`config.mk`:
```
export PLATFORM = sky130hd
export DESIGN_NAME = tgc_gate
export DESIGN_NICKNAME = d
export VERILOG_FILES = /design/src/tgc_pkg.sv /design/src/tgc_gate.sv
export SDC_FILE = /design/constraint.sdc
export NUM_CORES = 1
export LEC_CHECK = 0
export ABC_AREA = 1
export BUFFER_PORTS_ARGS = -buffer_cell sky130_fd_sc_hd__buf_2
export CAP_MARGIN = 20
export CORE_ASPECT_RATIO = 0.75
export CORE_MARGIN = 1.5
export CORE_UTILIZATION = 41
export DETAILED_ROUTE_END_ITERATION = 10
export GPL_TIMING_DRIVEN = 0
export PLACE_DENSITY = 0.75
export SLEW_MARGIN = 20
export SYNTH_ARGS = -nofsm -noshare
export SYNTH_HDL_FRONTEND = slang
export SYNTH_SLANG_ARGS = --single-unit
```
`constraint.sdc`:
```
create_clock -name i_clk_sys -period 0.99 [get_ports i_clk_sys]
set_input_delay 0.0495 -clock i_clk_sys [delete_from_list [all_inputs] [get_ports i_clk_sys]]
set_output_delay 0.0495 -clock i_clk_sys [all_outputs]
set_load 0.005 [all_outputs]
```
`src/tgc_pkg.sv`:
```
package tgc_pkg;

    // ------------------------------------------------------------------
    // Register map (byte addresses)
    // ------------------------------------------------------------------
    localparam logic [3:0] TGC_ADDR_GATE_CONTROL = 4'h0;
    localparam logic [3:0] TGC_ADDR_RUN_CONTROL  = 4'h4;
    localparam int         TGC_ADDR_W            = 4;

    // ------------------------------------------------------------------
    // Gate control field positions
    // ------------------------------------------------------------------
    localparam int TGC_BIT_ENABLE   = 7;
    localparam int TGC_BIT_POLARITY = 6;
    localparam int TGC_BIT_TOGGLE   = 5;
    localparam int TGC_BIT_SPULSE   = 4;
    localparam int TGC_BIT_GO_DONE  = 3;
    localparam int TGC_BIT_LEVEL    = 2;
    localparam int TGC_BIT_SEL_HI   = 1;
    localparam int TGC_BIT_SEL_LO   = 0;

    // Run control: counter on bit
    localparam int TGC_BIT_ON       = 0;

    // ------------------------------------------------------------------
    // Reset values and codes
    // ------------------------------------------------------------------
    localparam logic [1:0] TGC_SEL_PIN    = 2'h0;
    localparam logic [1:0] TGC_SEL_OVF    = 2'h1;
    localparam logic [1:0] TGC_SEL_CMP_A  = 2'h2;
    localparam logic [1:0] TGC_SEL_CMP_B  = 2'h3;
    localparam logic [1:0] TGC_RESP_OKAY  = 2'h0;
    localparam logic [1:0] TGC_RESP_SLVERR = 2'h2;
    localparam logic [31:0] TGC_ZERO_WORD = 32'h0000_0000;

endpackage

```
`src/tgc_gate.sv`:
```
// Contract
// - A two-bit gate source select field sits in bits 1-0 of gate_control.
// - Select 00 takes the gate from the external gate pin.
// - Select 01 takes the gate from the 8-bit timer overflow.
// - Select 10 takes the gate from the synced first comparator output.
// - Select 11 takes the gate from the synced second comparator output.
// - A read-only gate level bit shows the gate, regardless of gate enable.
// - Unimplemented register bits and locations read as zero.
//
// Design decisions made here: the AXI4-Lite slave port and the placing of the registers.
module tgc_gate
    import tgc_pkg::*;
(
    // Clock and reset
    input  wire logic                  i_clk_sys,
    input  wire logic                  i_resetn,
    // Gate sources
    input  wire logic                  i_gate_pin,
    input  wire logic                  i_timer8_ovf,
    input  wire logic                  i_cmp_a_synced_out,
    input  wire logic                  i_cmp_b_synced_out,
    // Counter interface
    output logic                       o_count_enable,
    output logic                       o_counter_on,
    // AXI4-Lite write address
    input  wire logic [TGC_ADDR_W-1:0] i_awaddr,
    input  wire logic                  i_awvalid,
    output logic                       o_awready,
    // AXI4-Lite write data
    input  wire logic [31:0]           i_wdata,
    input  wire logic [3:0]            i_wstrb,
    input  wire logic                  i_wvalid,
    output logic                       o_wready,
    // AXI4-Lite write response
    output logic [1:0]                 o_bresp,
    output logic                       o_bvalid,
    input  wire logic                  i_bready,
    // AXI4-Lite read address
    input  wire logic [TGC_ADDR_W-1:0] i_araddr,
    input  wire logic                  i_arvalid,
    output logic                       o_arready,
    // AXI4-Lite read data
    output logic [31:0]                o_rdata,
    output logic [1:0]                 o_rresp,
    output logic                       o_rvalid,
    input  wire logic                  i_rready
);

    // ------------------------------------------------------------------
    // Control state
    // ------------------------------------------------------------------
    logic       gate_enable;
    logic       gate_polarity;
    logic       gate_toggle_mode;
    logic       gate_single_pulse_mode;
    logic       single_pulse_go_done;
    logic [1:0] gate_source_select;
    logic       counter_on;
    logic       gate_level;
    // Gate path state
    logic       toggle_ff;
    logic       prev_gate;
    logic       pulse_active;

    // Write channel holding
    logic                  aw_held;
    logic                  w_held;
    logic [TGC_ADDR_W-1:0] aw_addr;
    logic [31:0]           w_data;
    logic                  w_lane0;
    logic                  do_write;

    // ------------------------------------------------------------------
    // Gate source selection
    // ------------------------------------------------------------------
    function automatic logic pick_source(input logic [1:0] sel,
                                         input logic       pin,
                                         input logic       ovf,
                                         input logic       ca,
                                         input logic       cb);
        logic r;
        r = pin;
        unique case (sel)
            TGC_SEL_PIN:   r = pin;
            TGC_SEL_OVF:   r = ovf;
            TGC_SEL_CMP_A: r = ca;
            TGC_SEL_CMP_B: r = cb;
        endcase
        return r;
    endfunction

    // Combinational gate path, shared by level, toggle and pulse
    logic raw_gate;
    logic pol_gate;
    logic next_gate_level;

    // Polarity applied first so toggle and pulse work on active edges
    always_comb begin
        raw_gate = pick_source(gate_source_select, i_gate_pin, i_timer8_ovf,
                               i_cmp_a_synced_out, i_cmp_b_synced_out);
        pol_gate = gate_polarity ? raw_gate : ~raw_gate;
        if (gate_single_pulse_mode) begin
            next_gate_level = pulse_active &
                (gate_toggle_mode ? toggle_ff : pol_gate);
        end else if (gate_toggle_mode) begin
            next_gate_level = toggle_ff;
        end else begin
            next_gate_level = pol_gate;
        end
    end

    // Toggle flip-flop, cleared when mode off or counter stopped
    always_ff @(posedge i_clk_sys or negedge i_resetn) begin
        if (!i_resetn) begin
            toggle_ff <= 1'b0;
            prev_gate <= 1'b0;
        end else begin
            // Edge taken after polarity, so toggling follows the active edge
            prev_gate <= pol_gate;
            if (!gate_toggle_mode || !counter_on) begin
                toggle_ff <= 1'b0;
            end else if (pol_gate && !prev_gate) begin
                toggle_ff <= ~toggle_ff;
            end
        end
    end

    // gate level tracks gate, not gated by enable
    always_ff @(posedge i_clk_sys or negedge i_resetn) begin
        if (!i_resetn) begin
            gate_level <= 1'b0;
        end else begin
            gate_level <= next_gate_level;
        end
    end

    // Single pulse: armed by go, one active window, then done
    always_ff @(posedge i_clk_sys or negedge i_resetn) begin
        if (!i_resetn) begin
            pulse_active <= 1'b0;
        end else if (!gate_single_pulse_mode || !single_pulse_go_done) begin
            pulse_active <= 1'b0;
        end else if (gate_toggle_mode ? toggle_ff : pol_gate) begin
            pulse_active <= 1'b1;
        end
    end

    // counting qualified by on, enable and gate
    always_ff @(posedge i_clk_sys or negedge i_resetn) begin
        if (!i_resetn) begin
            o_count_enable <= 1'b0;
            o_counter_on   <= 1'b0;
        end else begin
            o_counter_on   <= counter_on;
            // Registered, so the counter sees a clean enable a cycle late
            o_count_enable <= counter_on & (~gate_enable | next_gate_level);
        end
    end

    // ------------------------------------------------------------------
    // AXI4-Lite write path
    // ------------------------------------------------------------------
    // Address and data accepted in either order, response after both
    always_ff @(posedge i_clk_sys or negedge i_resetn) begin
        if (!i_resetn) begin
            aw_held   <= 1'b0;
            w_held    <= 1'b0;
            aw_addr   <= '0;
            w_data    <= TGC_ZERO_WORD;
            w_lane0   <= 1'b0;
            o_awready <= 1'b1;
            o_wready  <= 1'b1;
        end else begin
            if (i_awvalid && o_awready) begin
                aw_held   <= 1'b1;
                aw_addr   <= i_awaddr;
                o_awready <= 1'b0;
            end
            if (i_wvalid && o_wready) begin
                w_held   <= 1'b1;
                w_data   <= i_wdata;
                // Only the low lane carries register bits
                w_lane0  <= i_wstrb[0];
                o_wready <= 1'b0;
            end
            if (do_write) begin
                aw_held <= 1'b0;
                w_held  <= 1'b0;
            end
            // Readies return only after the response is taken
            if (o_bvalid && i_bready) begin
                o_awready <= 1'b1;
                o_wready  <= 1'b1;
            end
        end
    end

    // Commit once both halves are held; a pending response blocks it
    assign do_write = aw_held & w_held & ~o_bvalid;

    // Write response, unmapped address answers SLVERR
    always_ff @(posedge i_clk_sys or negedge i_resetn) begin
        if (!i_resetn) begin
            o_bvalid <= 1'b0;
            o_bresp  <= TGC_RESP_OKAY;
        end else if (do_write) begin
            o_bvalid <= 1'b1;
            o_bresp  <= (aw_addr == TGC_ADDR_GATE_CONTROL ||
                         aw_addr == TGC_ADDR_RUN_CONTROL)
                        ? TGC_RESP_OKAY : TGC_RESP_SLVERR;
        end else if (o_bvalid && i_bready) begin
            o_bvalid <= 1'b0;
        end
    end

    // Writable fields; go/done cleared by hardware at end of pulse
    always_ff @(posedge i_clk_sys or negedge i_resetn) begin
        if (!i_resetn) begin
            gate_enable            <= 1'b0;
            gate_polarity          <= 1'b0;
            gate_toggle_mode       <= 1'b0;
            gate_single_pulse_mode <= 1'b0;
            single_pulse_go_done   <= 1'b0;
            gate_source_select     <= TGC_SEL_PIN;
            counter_on             <= 1'b0;
        end else begin
            // Window closed: go/done drops by itself
            if (pulse_active && !next_gate_level) begin
                single_pulse_go_done <= 1'b0;
            end
            if (do_write && w_lane0) begin
                if (aw_addr == TGC_ADDR_GATE_CONTROL) begin
                    gate_enable      <= w_data[TGC_BIT_ENABLE];
                    gate_polarity    <= w_data[TGC_BIT_POLARITY];
                    gate_toggle_mode <= w_data[TGC_BIT_TOGGLE];
                    gate_single_pulse_mode <= w_data[TGC_BIT_SPULSE];
                    // Go only armed in pulse mode; hardware clear wins
                    if (w_data[TGC_BIT_GO_DONE] &&
                        w_data[TGC_BIT_SPULSE] &&
                        !(pulse_active && !next_gate_level)) begin
                        single_pulse_go_done <= 1'b1;
                    end else if (!w_data[TGC_BIT_GO_DONE]) begin
                        single_pulse_go_done <= 1'b0;
                    end
                    gate_source_select <=
                        w_data[TGC_BIT_SEL_HI:TGC_BIT_SEL_LO];
                end else if (aw_addr == TGC_ADDR_RUN_CONTROL) begin
                    // Run control holds only the on bit
                    counter_on <= w_data[TGC_BIT_ON];
                end
            end
        end
    end

    // ------------------------------------------------------------------
    // AXI4-Lite read path
    // ------------------------------------------------------------------
    // Read word built from the live address at the handshake
    logic [31:0] rd_word;
    logic        rd_ok;

    // unused bits and addresses read zero
    always_comb begin
        rd_word = TGC_ZERO_WORD;
        rd_ok   = 1'b1;
        if (i_araddr == TGC_ADDR_GATE_CONTROL) begin
            rd_word[TGC_BIT_ENABLE]   = gate_enable;
            rd_word[TGC_BIT_POLARITY] = gate_polarity;
            rd_word[TGC_BIT_TOGGLE]   = gate_toggle_mode;
            rd_word[TGC_BIT_SPULSE]   = gate_single_pulse_mode;
            rd_word[TGC_BIT_GO_DONE]  = single_pulse_go_done;
            rd_word[TGC_BIT_LEVEL]    = gate_level;
            rd_word[TGC_BIT_SEL_HI:TGC_BIT_SEL_LO] = gate_source_select;
        end else if (i_araddr == TGC_ADDR_RUN_CONTROL) begin
            rd_word[TGC_BIT_ON] = counter_on;
        end else begin
            rd_ok = 1'b0;
        end
    end

    // One read at a time; arready drops until data taken
    always_ff @(posedge i_clk_sys or negedge i_resetn) begin
        if (!i_resetn) begin
            o_arready <= 1'b1;
            o_rvalid  <= 1'b0;
            o_rdata   <= TGC_ZERO_WORD;
            o_rresp   <= TGC_RESP_OKAY;
        end else if (i_arvalid && o_arready) begin
            o_arready <= 1'b0;
            o_rvalid  <= 1'b1;
            // Captured once; stays put while rvalid waits for rready
            o_rdata   <= rd_word;
            o_rresp   <= rd_ok ? TGC_RESP_OKAY : TGC_RESP_SLVERR;
        end else if (o_rvalid && i_rready) begin
            o_rvalid  <= 1'b0;
            o_arready <= 1'b1;
        end
    end

endmodule

```
## After elaboration in Yosys (flattened, before gate mapping)

Index checks and enable logic that the tools add are counted.

- Register bits: 46
- Word-level logic and storage cells: 108
- Bits of input ports: 55
- Output and inout port bits: 43

- Mux-type cells: 34
- Bitwise logic cells: 10
- Reduce and logical (&&, ||, !) cells: 33
- Eq/ne operators: 5

Operator list:

| kind | number |
|---|---|
| 1-bit 2-to-1 mux | 30 |
| 2-bit nonzero test | 8 |
| 1-bit logical AND | 10 |
| 4-bit by 3-bit equality test with 1-bit output (second input constant) | 2 |
| 4-bit logical NOT | 2 |
| 1-bit logical NOT | 7 |
| 7-bit 2-to-1 mux | 1 |
| 1-bit inverter | 5 |
| 1-bit bitwise AND | 4 |
| 2-bit equality test (second input constant) | 2 |
| 2-bit 2-to-1 mux | 2 |
| 1-bit one-hot mux with 4 select lines | 1 |
| 1-bit logical OR | 3 |
| 3-bit AND reduction | 1 |
| 2-bit by 1-bit equality test with 1-bit output (second input constant) | 1 |
| 2-bit logical NOT | 1 |
| 2-bit AND reduction | 1 |
| 1-bit OR | 1 |

## Depth between registers and ports, before layout

Gate-level depths: netlist of run 1.

- Word-level depth: 14
- Mapped depth: 10
- Gate-level depth less buffers: 10

## Worst setup path before layout of run 1

OpenSTA, ideal clock, no wires.

- Path kind: flip-flop to flip-flop
- Start: register o_bvalid
- End: register single_pulse_go_done
- Slack: -146 ps
- Path buffers: 0
- Stages on the path, launching flop included: 10
- Arrival time: 1074 ps
- Library setup time: 63 ps
- Data required time: 927 ps
- Clock period less this slack: 1136 ps
- Cells stage by stage: dfrtp_1 -> inv_2 -> nand3_4 -> nor2_4 -> nand3_4 -> clkinv_4 -> nand2_4 -> a21oi_2 -> nand2_1 -> inv_1

- Word-level cells in the longest chain between the ends: 4

Ends and longest elaborated chain:

| element | line | RTL |
|---|---|---|
| start, declared | tgc_gate.sv:36 | `output logic o_bvalid,` |
| start signal, assigned | tgc_gate.sv:204 | `o_bvalid <= 1'b0;` |
| start signal, assigned | tgc_gate.sv:207 | `o_bvalid <= 1'b1;` |
| start signal, assigned | tgc_gate.sv:212 | `o_bvalid <= 1'b0;` |
| 1-bit inverter | tgc_gate.sv:199 | `assign do_write = aw_held & w_held & ~o_bvalid;` |
| 1-bit bitwise AND | tgc_gate.sv:199 |  |
| 1-bit logical AND | tgc_gate.sv:231 | `if (do_write && w_lane0) begin` |
| 1-bit 2-to-1 mux | tgc_gate.sv:231 |  |
| end signal, assigned | tgc_gate.sv:229 | `single_pulse_go_done <= 1'b0;` |
| end signal, assigned | tgc_gate.sv:241 | `single_pulse_go_done <= 1'b1;` |
| end signal, assigned | tgc_gate.sv:243 | `single_pulse_go_done <= 1'b0;` |
| end, declared | tgc_gate.sv:56 | `logic single_pulse_go_done;` |

Every way passes these cells.
A chain may end at the register's enable or synchronous reset.

## Worst setup path in the final report of run 1

- Start: register gate_source_select[0]
- End: register o_count_enable

- Word-level cells in the longest chain between the ends: 9
- Elaborated cells on any way between the ends: 12
- Those cells by class: eq/ne (3); mux (4); bitwise (4); reduce/logical (1)

Ends and longest elaborated chain:

| element | line | RTL |
|---|---|---|
| start, declared | tgc_gate.sv:57 | `logic [1:0] gate_source_select;` |
| start signal, assigned | tgc_gate.sv:245 | `gate_source_select <=` |
| 2-bit equality test, or another cell as far along | tgc_gate.sv:83 | `unique case (sel)` |
| 1-bit one-hot mux with 4 select lines * | tgc_gate.sv:83 |  |
| 1-bit inverter | tgc_gate.sv:101 | `pol_gate = gate_polarity ? raw_gate : ~raw_gate;` |
| 1-bit 2-to-1 mux * | tgc_gate.sv:101 |  |
| 1-bit 2-to-1 mux * | tgc_gate.sv:104, tgc_gate.sv:105 |  |
| 1-bit bitwise AND | tgc_gate.sv:103 | `next_gate_level = pulse_active &` |
| 1-bit 2-to-1 mux * | tgc_gate.sv:102 | `if (gate_single_pulse_mode) begin` |
| 1-bit OR * | tgc_gate.sv:156 | `o_count_enable <= counter_on & (~gate_enable \| next_gate_level);` |
| 1-bit bitwise AND * | tgc_gate.sv:156 |  |
| end signal, assigned | tgc_gate.sv:156 |  |
| end, declared | tgc_gate.sv:23 | `output logic o_count_enable,` |

Mark *: on every way between the ends. The rest lies on a longest branch, timed or not.

==> metrics.txt, run 1 <==
# TYPE chip_impl_metric gauge
chip_impl_metric{name="final_max_slew_viol_count",unit=""} 0
chip_impl_metric{name="tritoncts.num_buffers",unit=""} 5
chip_impl_metric{name="grtUsageMet1",unit="%"} 22.45
chip_impl_metric{name="total_leakage_power",unit="nW"} 1.601
chip_impl_info{name="timing.critical_path.to_type",value="register"} 1
chip_impl_info{name="hold_path.class",value="input pin to async pin"} 1
chip_impl_info{name="critical_path_class",value="register to register"} 1
chip_impl_metric{name="skew",unit="ns"} 0.006062
chip_impl_metric{name="antenna_found_initial",unit=""} 0
chip_impl_metric{name="setup-violations-final",unit=""} 35
chip_impl_metric{name="routed_via_density",unit=""} 4.253
chip_impl_metric{name="detail_route.first_pass.iterations",unit=""} 4
chip_impl_metric{name="die_area",unit="mm2"} 0.005290
chip_impl_metric{name="area.growth.synth_to_final",unit="%"} 47.11
chip_impl_metric{name="ant_nets",unit=""} 0
chip_impl_info{name="outcome",value="complete, but fails checks"} 1
chip_impl_metric{name="grt_first_pass_wirelength",unit="mm"} 7.293
chip_impl_metric{name="fillers",unit=""} 391
chip_impl_metric{name="place.port_buffers",unit=""} 43
chip_impl_metric{name="pin_count_of_the_biggest_net_entering_global_routing",unit=""} 44
chip_impl_metric{name="grt_pass1_vias",unit=""} 1588
chip_impl_info{name="gr-max-usage-layer",value="met2"} 1
chip_impl_metric{name="die-height",unit="um"} 63.37
chip_impl_metric{name="avgSynthCellArea",unit="um2"} 8.853
chip_impl_metric{name="finalInstanceArea",unit="mm2"} 0.002930
chip_impl_metric{name="via_count",unit=""} 1646
chip_impl_info{name="reg2reg_from",value="gate_source_select[0]"} 1
chip_impl_metric{name="yosys.cell_types.count",unit=""} 23
chip_impl_metric{name="max_clock_freq",unit="GHz"} 0.7973
chip_impl_metric{name="clk_buf_depth",unit=""} 2
chip_impl_metric{name="fin_total_pwr",unit="W"} 0.006424
chip_impl_info{name="kind_of_start_point_of_the_critical_path",value="register"} 1
chip_impl_metric{name="synth_cells",unit=""} 225
chip_impl_info{name="worst_r2r_end",value="o_count_enable"} 1
chip_impl_metric{name="die_w",unit="um"} 83.49
chip_impl_metric{name="core-area",unit="mm2"} 0.004572
chip_impl_info{name="cts_tree",value="yes"} 1
chip_impl_metric{name="timing.final.crit_period",unit="ns"} 1.254
chip_impl_metric{name="globalRoute.totalOverflow",unit=""} 0
chip_impl_info{name="violations_in_the_final_reports",value="hold timing, setup timing"} 1
chip_impl_metric{name="final.period_utilization",unit="%"} 126.7
chip_impl_metric{name="critical_path_arrival",unit="ns"} 1.47
chip_impl_metric{name="global_route.usage.met3",unit="%"} 7.339
chip_impl_metric{name="worst-path-max-fanout",unit=""} 4
chip_impl_metric{name="hold_ws",unit="ns"} -0.1024
chip_impl_metric{name="synthesized_flop_and_latch_total",unit=""} 43
chip_impl_metric{name="post_synth_mux_area_share",unit="%"} 0
chip_impl_metric{name="post_synth_and_or_nand_nor_area_fraction",unit="%"} 19.66
chip_impl_metric{name="io-pin-count",unit=""} 98
chip_impl_metric{name="post-route-util",unit="%"} 64.09
chip_impl_metric{name="diodes",unit=""} 0
chip_impl_metric{name="setup_ws",unit="ns"} -0.2643
chip_impl_metric{name="synth-xor-area-share",unit="%"} 0
chip_impl_metric{name="required",unit="ns"} 1.21
chip_impl_metric{name="powerDensity",unit="mW/mm2"} 2192
chip_impl_metric{name="final_layout_size_suffix_gt1_share",unit="%"} 45.76
chip_impl_metric{name="synth_seq_area_share",unit="%"} 54.21
chip_impl_metric{name="ir_worst_vdd",unit="mV"} 1.241
chip_impl_metric{name="cts.reportedPaths.clkPinSlew",unit="ns"} 0.07
chip_impl_metric{name="layout.cells.non_filler",unit=""} 387
chip_impl_metric{name="worst_slew_margin_rel",unit="%"} 37.27
chip_impl_metric{name="met2_usage",unit="%"} 28.86
chip_impl_metric{name="route.detailed.drc",unit=""} 0
chip_impl_metric{name="detail_route.wl_per_cell",unit="um"} 11.10
chip_impl_metric{name="synth_largest_type_area_fraction",unit="%"} 50.25
chip_impl_info{name="ctsRootBufferMaster",value="sky130_fd_sc_hd__clkbuf_8"} 1
chip_impl_metric{name="placement_rows",unit=""} 21
chip_impl_metric{name="reg2regPathDepth",unit=""} 7
chip_impl_metric{name="dp_cells",unit=""} 350
chip_impl_metric{name="drt-total-wl",unit="mm"} 4.295
chip_impl_info{name="dominant_combinational_cell_family_by_area_after_synthesis",value="simple AND/OR/NAND/NOR gates"} 1
chip_impl_metric{name="cts_max_level",unit=""} 2
chip_impl_metric{name="final-hold-violation-count",unit=""} 40
chip_impl_info{name="netlist_top_cells_area",value="sky130_fd_sc_hd__dfrtp_1 (50%), sky130_fd_sc_hd__nand2_1 (12%), sky130_fd_sc_hd__buf_4 (9.8%)"} 1
chip_impl_info{name="synth_area_leader_cell",value="sky130_fd_sc_hd__dfrtp_1"} 1
chip_impl_metric{name="drt_first_iter_violations",unit=""} 62
chip_impl_metric{name="globalRouteTotalUtil",unit="%"} 17.73
chip_impl_info{name="critical_path.startpoint",value="gate_source_select[0]"} 1
chip_impl_info{name="timing.critical_path.to",value="o_count_enable"} 1
chip_impl_metric{name="gp_congestion",unit=""} 0.7726
chip_impl_metric{name="hpwlAfterDp",unit="mm"} 2.860
chip_impl_metric{name="synth_compound_area_share",unit="%"} 8.982
chip_impl_metric{name="final_nets",unit=""} 385
chip_impl_metric{name="post_dp_cell_area",unit="mm2"} 0.002395
chip_impl_metric{name="rrSetupSlack",unit="ns"} -0.26
chip_impl_metric{name="synth-adder-area-share",unit="%"} 0
chip_impl_metric{name="yosys_warnings",unit=""} 0
chip_impl_metric{name="clock_latency_reported_for_the_late_side_of_the_worst_skew_pair",unit="ns"} 0.29
chip_impl_info{name="layout_common_cells",value="sky130_fd_sc_hd__buf_2 (43), sky130_fd_sc_hd__dfrtp_1 (40), sky130_fd_sc_hd__nand2_1 (37), sky130_fd_sc_hd__buf_4 (36), sky130_fd_sc_hd__inv_1 (27)"} 1
chip_impl_metric{name="clock-sinks",unit=""} 43
chip_impl_metric{name="max_cap_viol_count",unit=""} 0
chip_impl_metric{name="worst_pin_slew",unit="ns"} 0.9409
chip_impl_info{name="unrepaired_setup_endpoints_after_global_routing",value="true"} 1
chip_impl_metric{name="synth_area",unit="mm2"} 0.001992
chip_impl_metric{name="cts.hold.buffers_added",unit=""} 16
chip_impl_info{name="layout_commonest_cell",value="sky130_fd_sc_hd__buf_2"} 1
chip_impl_metric{name="floorplan.initialDensity",unit="%"} 43.57
chip_impl_metric{name="final.setup.tns",unit="ns"} -3.251
registers in the layout, summed over array words and instances (netlist names), 2 cells and up:
signal and flops:
o_rdata 8, w_data 7, aw_addr 4, gate_source_select 2
worst min path at each step:
stage              start                    to  cells after the start  slack [ns]
2_1_floorplan   i_resetn            aw_addr[0]                      0       -0.25
3_3_place_gp   i_awvalid             o_awready                      2        0.22
3_5_place_dp    i_resetn            o_rdata[2]                      1        0.24
4_1_cts         i_resetn            o_rdata[2]                      1       -0.07
5_1_grt         i_resetn  single_pulse_go_done                      1       -0.04
6_report        i_resetn          o_counter_on                      1       -0.10
routing by layer:
metal	part of all wire, %	vias to the layer above
met2	47	54
li1	-	852
met1	46	735
met3	6.3	5
met4	0.79	0
met5	0	-
cell families (layout without fill, tap and decap cells):
family	after synthesis	count (layout)
buffers and inverters	62	142
flip-flops	43	43
AO/OA/AOI/OAI	32	32
AND/OR/NAND/NOR	87	87
other	1	26
timing repair:
| item | 4_1_cts | 5_1_grt |
|---|---|---|
| pin swaps | 7 | 9 |
| cloned | 2 | 0 |
| setup buffers | 9 | 4 |
| resized for setup | 44 | 30 |
| setup endpoints to repair | 36 | 44 |
| endpoints found under the hold margin | 56 | 40 |
report_power, final:
part / internal, W / total, W / switching [W] / leakage, nW
Sequential: 0.00238 / 0.00286 / 0.000476 / 0.548
Combinational: 0.00110 / 0.00245 / 0.00135 / 1.01
Clock: 0.000547 / 0.00111 / 0.000567 / 0.0470
final cells by class:
cell class,instances,area [um2],share of cell area [%]
timing repair buffer,73,495.5,16.91
tap,57,71.32,2.434
inverter,34,140.1,4.782
clock inverter,1,5.005,0.1708
sequential,43,1080,36.85
multi-input combinational,145,838.3,28.61
buffer,28,217.7,7.430
clock buffer,6,82.58,2.818
cells in the mapped netlist:
library cell                n
sky130_fd_sc_hd__a21oi_1    3
sky130_fd_sc_hd__a21oi_2    1
sky130_fd_sc_hd__buf_2      2
sky130_fd_sc_hd__buf_4     26
sky130_fd_sc_hd__clkinv_4   1
sky130_fd_sc_hd__conb_1     1
sky130_fd_sc_hd__dfrtp_1   40
sky130_fd_sc_hd__dfstp_2    3
sky130_fd_sc_hd__inv_1     31
sky130_fd_sc_hd__inv_2      2
sky130_fd_sc_hd__nand2_1   65
sky130_fd_sc_hd__nand2_2    1
sky130_fd_sc_hd__nand2_4    1
sky130_fd_sc_hd__nand3_1    6
sky130_fd_sc_hd__nand3_4    2
sky130_fd_sc_hd__nand3b_1   1
sky130_fd_sc_hd__nor2_1     9
sky130_fd_sc_hd__nor2_4     1
sky130_fd_sc_hd__nor4_2     1
sky130_fd_sc_hd__o21a_1     1
sky130_fd_sc_hd__o21ai_0   21
sky130_fd_sc_hd__o21ai_1    1
sky130_fd_sc_hd__o31ai_1    5
worst max-delay path, stage by stage (launching register included):
cell and delay [ns]:
sky130_fd_sc_hd__dfrtp_1 0.43, sky130_fd_sc_hd__inv_2 0.10, sky130_fd_sc_hd__nand2_2 0.05, sky130_fd_sc_hd__nand3_2 0.08, sky130_fd_sc_hd__nand3_2 0.13, sky130_fd_sc_hd__nand3_4 0.13, sky130_fd_sc_hd__nand3_2 0.09, sky130_fd_sc_hd__a21oi_2 0.16
metrics by stage:
step,setup WS [ns],hold WS [ns]
floorplan,-0.1459,-0.2461
global placement,-0.2114,0.2225
detailed placement,-0.2499,0.2371
CTS,-0.2133,-0.07385
global route,-0.3262,-0.04199
finish,-0.2643,-0.1024
No activity file was read; power rests on OpenSTA's default activity.
==> run 2, diff against run 1 <==
CORE_ASPECT_RATIO = unset   (was 0.75)
==> run 2 against run 1 <==
The flow still finishes with violations (hold timing, setup timing). Sequential share of layout area down 0.22 points. Sequential power about the same. Critical endpoint is now single_pulse_go_done. Die area about the same. Flip-flop and latch count unchanged. Non-clock buffer count up 3. Combinational power down 3%.
==> metrics.txt, run 2 (synthesized netlist as in run 1, its figures left out) <==
# TYPE chip_impl_metric gauge
chip_impl_info{name="outcome",value="complete, but fails checks"} 1
chip_impl_info{name="violations_in_the_final_reports",value="hold timing, setup timing"} 1
chip_impl_metric{name="setup-violations-final",unit=""} 32
chip_impl_metric{name="largest_register_ff_count",unit=""} 8
chip_impl_metric{name="tritoncts.num_buffers",unit=""} 5
chip_impl_metric{name="clock_latency_reported_for_the_late_side_of_the_worst_skew_pair",unit="ns"} 0.30
chip_impl_metric{name="place.port_buffers",unit=""} 43
chip_impl_metric{name="final.setup.tns",unit="ns"} -3.321
chip_impl_metric{name="antenna_found_initial",unit=""} 0
chip_impl_metric{name="placement_rows",unit=""} 25
chip_impl_metric{name="detail_route.first_pass.iterations",unit=""} 4
chip_impl_metric{name="dp_cells",unit=""} 347
chip_impl_metric{name="total_leakage_power",unit="nW"} 1.612
chip_impl_metric{name="floorplan.initialDensity",unit="%"} 42.45
chip_impl_info{name="hold_path.class",value="input pin to async pin"} 1
chip_impl_info{name="critical_path_class",value="register to register"} 1
chip_impl_info{name="worst_r2r_end",value="single_pulse_go_done"} 1
chip_impl_metric{name="final-hold-violation-count",unit=""} 40
chip_impl_info{name="layout_commonest_cell",value="sky130_fd_sc_hd__nand2_1"} 1
chip_impl_metric{name="critical_path_arrival",unit="ns"} 1.43
chip_impl_metric{name="io-pin-count",unit=""} 98
chip_impl_metric{name="grt_pass1_vias",unit=""} 1586
chip_impl_info{name="timing.critical_path.to_type",value="register"} 1
chip_impl_metric{name="drt-total-wl",unit="mm"} 4.189
chip_impl_metric{name="final_layout_size_suffix_gt1_share",unit="%"} 44.91
chip_impl_metric{name="max_clock_freq",unit="GHz"} 0.8150
chip_impl_metric{name="final.period_utilization",unit="%"} 123.9
chip_impl_metric{name="ant_nets",unit=""} 0
chip_impl_metric{name="pin_count_of_the_biggest_net_entering_global_routing",unit=""} 44
chip_impl_metric{name="final_nets",unit=""} 388
chip_impl_metric{name="skew",unit="ns"} 0.005286
chip_impl_metric{name="ir_worst_vdd",unit="mV"} 1.266
chip_impl_metric{name="die_area",unit="mm2"} 0.005285
chip_impl_metric{name="hold_ws",unit="ns"} -0.1149
chip_impl_metric{name="fillers",unit=""} 391
chip_impl_metric{name="via_count",unit=""} 1677
chip_impl_info{name="ctsRootBufferMaster",value="sky130_fd_sc_hd__clkbuf_8"} 1
chip_impl_metric{name="hpwlAfterDp",unit="mm"} 2.583
chip_impl_metric{name="rrSetupSlack",unit="ns"} -0.24
chip_impl_metric{name="globalRoute.totalOverflow",unit=""} 0
chip_impl_metric{name="routed_via_density",unit=""} 4.322
chip_impl_metric{name="worst_pin_slew",unit="ns"} 0.9371
chip_impl_metric{name="die-height",unit="um"} 72.70
chip_impl_metric{name="final_max_slew_viol_count",unit=""} 0
chip_impl_info{name="unrepaired_setup_endpoints_after_global_routing",value="true"} 1
chip_impl_metric{name="detail_route.wl_per_cell",unit="um"} 10.80
chip_impl_metric{name="setup_ws",unit="ns"} -0.2370
chip_impl_info{name="reg2reg_from",value="gate_source_select[0]"} 1
chip_impl_metric{name="globalRouteTotalUtil",unit="%"} 17.09
chip_impl_metric{name="reg2regPathDepth",unit=""} 10
chip_impl_metric{name="gp_congestion",unit=""} 0.7790
chip_impl_metric{name="area.growth.synth_to_final",unit="%"} 47.99
chip_impl_metric{name="worst-path-max-fanout",unit=""} 4
chip_impl_metric{name="cts.reportedPaths.clkPinSlew",unit="ns"} 0.08
chip_impl_metric{name="required",unit="ns"} 1.19
chip_impl_metric{name="layout.cells.non_filler",unit=""} 388
chip_impl_metric{name="cts.hold.buffers_added",unit=""} 16
chip_impl_metric{name="die_w",unit="um"} 72.70
chip_impl_metric{name="route.detailed.drc",unit=""} 0
chip_impl_metric{name="grt_first_pass_wirelength",unit="mm"} 6.858
chip_impl_metric{name="timing.final.crit_period",unit="ns"} 1.227
chip_impl_info{name="registers.top_by_ff_count",value="o_rdata"} 1
chip_impl_metric{name="worst_slew_margin_rel",unit="%"} 37.53
chip_impl_info{name="reg.largest.list",value="o_rdata (8), w_data (7), aw_addr (4)"} 1
chip_impl_info{name="layout_common_cells",value="sky130_fd_sc_hd__nand2_1 (43), sky130_fd_sc_hd__buf_2 (42), sky130_fd_sc_hd__dfrtp_1 (40), sky130_fd_sc_hd__buf_4 (38)"} 1
chip_impl_metric{name="cts_max_level",unit=""} 2
chip_impl_info{name="kind_of_start_point_of_the_critical_path",value="register"} 1
chip_impl_info{name="cts_tree",value="yes"} 1
chip_impl_metric{name="powerDensity",unit="mW/mm2"} 2182
chip_impl_metric{name="clock-sinks",unit=""} 43
chip_impl_metric{name="core-area",unit="mm2"} 0.004692
chip_impl_metric{name="clk_buf_depth",unit=""} 2
chip_impl_metric{name="drt_first_iter_violations",unit=""} 52
chip_impl_metric{name="max_cap_viol_count",unit=""} 0
chip_impl_metric{name="place_worst_setup_slack",unit="ns"} -0.2698
chip_impl_metric{name="diodes",unit=""} 0
==> run 2: area by class of cell <==
type	count	area, um2	area share (%)
Buffer	28	217.7	7.385
Multi-Input combinational cell	145	814.5	27.63
Timing Repair Buffer	76	528.0	17.91
Clock buffer	8	100.1	3.396
Sequential cell	43	1080	36.63
Tap cell	54	67.56	2.292
Inverter	34	140.1	4.754
==> run 2: stage by stage <==
| stage | hold slack, ns | total power, W | utilization (%) | cell area (um2) |
|---|---|---|---|---|
| 2_1_floorplan | -0.2461 | 0.003921 | - | 2108 |
| 3_3_place_gp | 0.2201 | 0.004366 | 50.96 | 2391 |
| 3_5_place_dp | 0.2383 | 0.004429 | 50.96 | 2391 |
| 4_1_cts | -0.08018 | 0.006169 | 60.64 | 2845 |
| 5_1_grt | -0.03715 | 0.006905 | 62.83 | 2948 |
| 6_report | -0.1149 | 0.006432 | 62.83 | 2948 |
==> run 2: routing by layer <==
metal	up-vias	share of wire, %	GRT usage, %
met2	57	53	30.48
met1	754	40	19.12
met5	-	0	0
li1	859	-	-
met4	0	1.1	6.080
met3	7	5.4	5.387
==> run 2: how the worst max path moves through the flow <==
stage	startpoint	endpoint	slack [ns]	depth (start not counted)
6_report	gate_source_select[0]	single_pulse_go_done	-0.24	10
5_1_grt	o_bvalid	single_pulse_go_done	-0.35	9
4_1_cts	o_bvalid	single_pulse_go_done	-0.22	9
3_5_place_dp	o_bvalid	single_pulse_go_done	-0.27	9
3_3_place_gp	o_bvalid	single_pulse_go_done	-0.22	9
2_1_floorplan	o_bvalid	single_pulse_go_done	-0.15	9
==> run 2: report_power, final <==
part / switching, W / internal, W
logic: 0.00126 / 0.00111
clock network: 0.000583 / 0.000637
registers: 0.000454 / 0.00238
==> run 2: timing repair <==
item | 4_1_cts | 5_1_grt
resized for setup | 36 | 28
buffers inserted | 12 | 4
pin swaps | 7 | 8
hold endpoints to repair | 56 | 40
endpoints found under the setup margin | 36 | 43
cloned | 2 | 0
==> run 2: worst max-delay path, stage by stage, from the launching register on <==
cell	delay, ns
sky130_fd_sc_hd__dfrtp_1	0.42
sky130_fd_sc_hd__inv_2	0.10
sky130_fd_sc_hd__nand2_2	0.05
sky130_fd_sc_hd__nand3_2	0.08
sky130_fd_sc_hd__nand2_2	0.06
sky130_fd_sc_hd__nand2_2	0.07
sky130_fd_sc_hd__nand3_2	0.10
sky130_fd_sc_hd__nand2_2	0.08
sky130_fd_sc_hd__nand2_1	0.06
sky130_fd_sc_hd__nand2_1	0.07
sky130_fd_sc_hd__inv_1	0.04
==> run 3, diff against run 2 <==
ABC_AREA = unset   (was 1)
CORE_UTILIZATION = 40   (was 41)
==> run 3 against run 2 <==
The run ends with DRC, hold timing, setup timing left. First-iteration DRC count grew 12%. Hold slack lost 0.0040 ns. Flip-flop and latch count is the same. Critical endpoint is now toggle_ff. Sequential share of layout area grew 1.3 points. Core utilization grew 1.2 points. Largest cell class unchanged. Final area shrank 3.5%. Global-route usage shrank 1.4 points. Highest routed layer unchanged.
==> metrics.txt, run 3 <==
# TYPE chip_impl_metric gauge
chip_impl_metric{name="place_worst_setup_slack",unit="ns"} -0.6026
chip_impl_metric{name="gp_congestion",unit=""} 0.7246
chip_impl_metric{name="cts.reportedPaths.clkPinSlew",unit="ns"} 0.08
chip_impl_info{name="timing.critical_path.to_type",value="register"} 1
chip_impl_metric{name="final_nets",unit=""} 308
chip_impl_metric{name="critical_path_arrival",unit="ns"} 1.79
chip_impl_metric{name="synth_edf_count",unit=""} 0
chip_impl_metric{name="max_cap_viol_count",unit=""} 0
chip_impl_info{name="critical_path_class",value="register to register"} 1
chip_impl_info{name="dominant_combinational_cell_family_by_area_after_synthesis",value="multiplexers"} 1
chip_impl_metric{name="antenna_found_initial",unit=""} 0
chip_impl_metric{name="worst-path-max-fanout",unit=""} 3
chip_impl_metric{name="core-area",unit="mm2"} 0.004444
chip_impl_info{name="synth_top_flop_cell",value="sky130_fd_sc_hd__dfrtp_1"} 1
chip_impl_metric{name="floorplan.initialDensity",unit="%"} 42.43
chip_impl_metric{name="required",unit="ns"} 1.21
chip_impl_metric{name="ant_nets",unit=""} 0
chip_impl_metric{name="die-height",unit="um"} 71.66
chip_impl_info{name="ys_top_cells_by_count",value="sky130_fd_sc_hd__dfrtp_1 (40), sky130_fd_sc_hd__buf_4 (26), sky130_fd_sc_hd__mux2_2 (20)"} 1
chip_impl_metric{name="post-route-util",unit="%"} 63.99
chip_impl_info{name="violations_in_the_final_reports",value="DRC, hold timing, setup timing"} 1
chip_impl_metric{name="drt_first_iter_violations",unit=""} 58
chip_impl_metric{name="detail_route.wl_per_cell",unit="um"} 12.38
chip_impl_metric{name="grt_pass1_vias",unit=""} 1375
chip_impl_metric{name="avgSynthCellArea",unit="um2"} 12.65
chip_impl_info{name="reg.largest.list",value="o_rdata (8), w_data (7), aw_addr (4)"} 1
chip_impl_metric{name="cts_max_level",unit=""} 2
chip_impl_info{name="timing.critical_path.slowest_stage_cell",value="sky130_fd_sc_hd__mux4_2"} 1
chip_impl_metric{name="pin_count_of_the_biggest_net_entering_global_routing",unit=""} 44
chip_impl_info{name="reg2reg_from",value="gate_source_select[0]"} 1
chip_impl_metric{name="final-hold-violation-count",unit=""} 40
chip_impl_info{name="gr-max-usage-layer",value="met2"} 1
chip_impl_metric{name="timing.final.crit_period",unit="ns"} 1.562
chip_impl_metric{name="reg2regPathDepth",unit=""} 4
chip_impl_metric{name="synth_seq_area_share",unit="%"} 57.27
chip_impl_metric{name="post_synth_and_or_nand_nor_area_fraction",unit="%"} 7.896
chip_impl_info{name="path_delay_family",value="multiplexers"} 1
chip_impl_metric{name="clock-sinks",unit=""} 43
chip_impl_metric{name="clk_buf_depth",unit=""} 2
chip_impl_metric{name="hold_ws",unit="ns"} -0.1189
chip_impl_metric{name="routed_via_density",unit=""} 4.484
chip_impl_metric{name="worst_pin_slew",unit="ns"} 0.9210
chip_impl_metric{name="worst_slew_margin_rel",unit="%"} 38.60
chip_impl_metric{name="placement_rows",unit=""} 24
chip_impl_metric{name="cts.hold.buffers_added",unit=""} 17
chip_impl_metric{name="clock_latency_reported_for_the_late_side_of_the_worst_skew_pair",unit="ns"} 0.29
chip_impl_metric{name="route.detailed.drc",unit=""} 7
chip_impl_metric{name="tritoncts.num_buffers",unit=""} 5
chip_impl_info{name="outcome",value="complete, but fails checks"} 1
chip_impl_metric{name="drt-total-wl",unit="mm"} 3.788
chip_impl_info{name="synthMostInstantiatedCell",value="sky130_fd_sc_hd__dfrtp_1"} 1
chip_impl_metric{name="io-pin-count",unit=""} 98
chip_impl_metric{name="via_count",unit=""} 1372
chip_impl_metric{name="setup_ws",unit="ns"} -0.5720
chip_impl_metric{name="setup-violations-final",unit=""} 39
chip_impl_metric{name="final.period_utilization",unit="%"} 157.8
chip_impl_metric{name="post_synth_mux_area_share",unit="%"} 14.73
chip_impl_metric{name="highest_cell_delay_on_the_worst_timing_path",unit="ns"} 0.56
chip_impl_info{name="registers.top_by_ff_count",value="o_rdata"} 1
chip_impl_metric{name="total_leakage_power",unit="nW"} 1.437
chip_impl_info{name="synth_area_leader_cell",value="sky130_fd_sc_hd__dfrtp_1"} 1
chip_impl_metric{name="global_route.usage.met3",unit="%"} 2.672
chip_impl_metric{name="synth_largest_type_area_fraction",unit="%"} 53.09
chip_impl_metric{name="synth_compound_area_share",unit="%"} 7.432
chip_impl_metric{name="largest_register_ff_count",unit=""} 8
chip_impl_info{name="kind_of_start_point_of_the_critical_path",value="register"} 1
chip_impl_metric{name="synthesized_flop_and_latch_total",unit=""} 43
chip_impl_metric{name="yosys_warnings",unit=""} 0
chip_impl_metric{name="place.port_buffers",unit=""} 43
chip_impl_metric{name="die_area",unit="mm2"} 0.005134
chip_impl_metric{name="synth_area",unit="mm2"} 0.001886
chip_impl_metric{name="skew",unit="ns"} 0.007929
chip_impl_metric{name="area.growth.synth_to_final",unit="%"} 50.83
chip_impl_metric{name="rrSetupSlack",unit="ns"} -0.57
chip_impl_info{name="cts_tree",value="yes"} 1
chip_impl_metric{name="synth-xor-area-share",unit="%"} 0.8626
chip_impl_metric{name="die_w",unit="um"} 71.66
chip_impl_info{name="worst_r2r_end",value="toggle_ff"} 1
chip_impl_metric{name="met2_usage",unit="%"} 26.34
chip_impl_metric{name="yosys.cell_types.count",unit=""} 28
chip_impl_info{name="timing.critical_path.cells",value="mux4_2 -> xnor2_4 -> nor2b_4 -> mux2i_1"} 1
chip_impl_metric{name="powerDensity",unit="mW/mm2"} 2191
chip_impl_metric{name="detail_route.first_pass.iterations",unit=""} 7
chip_impl_metric{name="hpwlAfterDp",unit="mm"} 2.400
chip_impl_metric{name="final_max_slew_viol_count",unit=""} 0
chip_impl_metric{name="synth_cells",unit=""} 149
chip_impl_metric{name="proportion_of_synthesized_flip_flops_having_asynchronous_set_or_reset",unit="%"} 100.0
chip_impl_metric{name="globalRoute.totalOverflow",unit=""} 0
chip_impl_metric{name="final_layout_size_suffix_gt1_share",unit="%"} 52.76
chip_impl_metric{name="max_clock_freq",unit="GHz"} 0.6402
chip_impl_info{name="layout_commonest_cell",value="sky130_fd_sc_hd__buf_2"} 1
chip_impl_info{name="ctsRootBufferMaster",value="sky130_fd_sc_hd__clkbuf_8"} 1
chip_impl_metric{name="ir_worst_vdd",unit="mV"} 1.196
chip_impl_metric{name="diodes",unit=""} 0
chip_impl_metric{name="synth-adder-area-share",unit="%"} 0
chip_impl_info{name="hold_path.class",value="input pin to async pin"} 1
chip_impl_metric{name="grt_first_pass_wirelength",unit="mm"} 6.285
chip_impl_metric{name="cp.buffers_inverters",unit=""} 0
chip_impl_info{name="netlist_top_cells_area",value="sky130_fd_sc_hd__dfrtp_1 (53%), sky130_fd_sc_hd__mux2_2 (12%), sky130_fd_sc_hd__buf_4 (10%)"} 1
chip_impl_metric{name="globalRouteTotalUtil",unit="%"} 15.68
chip_impl_info{name="unrepaired_setup_endpoints_after_global_routing",value="true"} 1
chip_impl_metric{name="grtUsageMet1",unit="%"} 19.83
chip_impl_info{name="layout_common_cells",value="sky130_fd_sc_hd__buf_2 (41), sky130_fd_sc_hd__dfrtp_1 (40), sky130_fd_sc_hd__buf_4 (34), sky130_fd_sc_hd__conb_1 (26), sky130_fd_sc_hd__dlygate4sd3_1 (17)"} 1
## run 3: cell count changes after synthesis, moves of 2 or more
cell | previous run | this run
sky130_fd_sc_hd__nand2_1 | 65 | 10
sky130_fd_sc_hd__inv_1 | 31 | 4
sky130_fd_sc_hd__mux2_2 | 0 | 20
sky130_fd_sc_hd__o21ai_0 | 21 | 4
sky130_fd_sc_hd__a22o_1 | 0 | 7
sky130_fd_sc_hd__nor2_1 | 9 | 4
sky130_fd_sc_hd__nand3_1 | 6 | 2
sky130_fd_sc_hd__nor2b_1 | 0 | 4
sky130_fd_sc_hd__o31ai_1 | 5 | 1
sky130_fd_sc_hd__a21oi_1 | 3 | 6
sky130_fd_sc_hd__mux2i_1 | 0 | 3
sky130_fd_sc_hd__inv_2 | 2 | 0
sky130_fd_sc_hd__nand3_4 | 2 | 0
## run 3: worst register-to-register path: stages (launching register included)
cell and delay (ns):
sky130_fd_sc_hd__dfrtp_1 0.37, sky130_fd_sc_hd__mux4_2 0.56, sky130_fd_sc_hd__xnor2_4 0.20, sky130_fd_sc_hd__nor2b_4 0.18
sky130_fd_sc_hd__mux2i_1 0.18
## run 3: logic make-up after synthesis
logic type,count (synthesis)
other,1
and+or+nand+nor,28
buffers and inverters,32
xor gates and xnor gates,1
DFF,43
muxes,24
AOI/OAI and AO/OA,20
## run 3: stage by stage
| step | TNS [ns] | area (um2) | cells | hold slack, ns | total power [W] |
|---|---|---|---|---|---|
| 5_1_grt | -10.87 | 2844 | 306 | -0.04739 | 0.006622 |
| 6_report | -8.946 | 2844 | 306 | -0.1189 | 0.006231 |
| 2_1_floorplan | -6.511 | 2023 | 174 | -0.2461 | 0.003597 |
| 3_3_place_gp | -8.050 | 2303 | 269 | 0.2367 | 0.003963 |
| 4_1_cts | -8.329 | 2780 | 303 | -0.08029 | 0.006064 |
| 3_5_place_dp | -8.379 | 2303 | 269 | 0.2422 | 0.004032 |
## run 3: per-layer routing
metal,vias to the layer above,wire length (um)
met5,-,0
met4,0,56
met3,6,206
met2,47,1917
met1,648,1607
li1,671,-
## run 3: cell type report
class,instances,area (um2)
inverter,4,15.01
buffer,28,216.5
timing repair buffer,72,510.5
multi-input combinational,99,820.8
clock buffer,5,68.82
clock inverter,3,67.56
tap,52,65.06
sequential,43,1080
fill,349,1600
## run 3: worst max path at each step
stage	from	end	slack, ns	depth (start not counted)
3_3_place_gp	o_bvalid	gate_source_select[0]	-0.59	4
2_1_floorplan	gate_source_select[0]	single_pulse_go_done	-0.50	4
5_1_grt	gate_source_select[0]	toggle_ff	-0.69	4
3_5_place_dp	gate_source_select[0]	single_pulse_go_done	-0.60	4
6_report	gate_source_select[0]	toggle_ff	-0.57	4
4_1_cts	gate_source_select[0]	toggle_ff	-0.59	4
## run 3: report_power, final
group	total [W]	switching [W]	internal (W)
sequential	0.00282	0.000468	0.00235
clock	0.00161	0.000609	0.00101
combinational	0.00179	0.000650	0.00114
## run 3: what timing repair did
| item | CTS | global route |
|---|---|---|
| gates resized for setup | 23 | 10 |
| setup buffers | 8 | 3 |
| endpoints found under the setup margin | 37 | 43 |
| pin swaps | 8 | 9 |
| gates cloned | 1 | 0 |
| endpoints found under the hold margin | 57 | 40 |
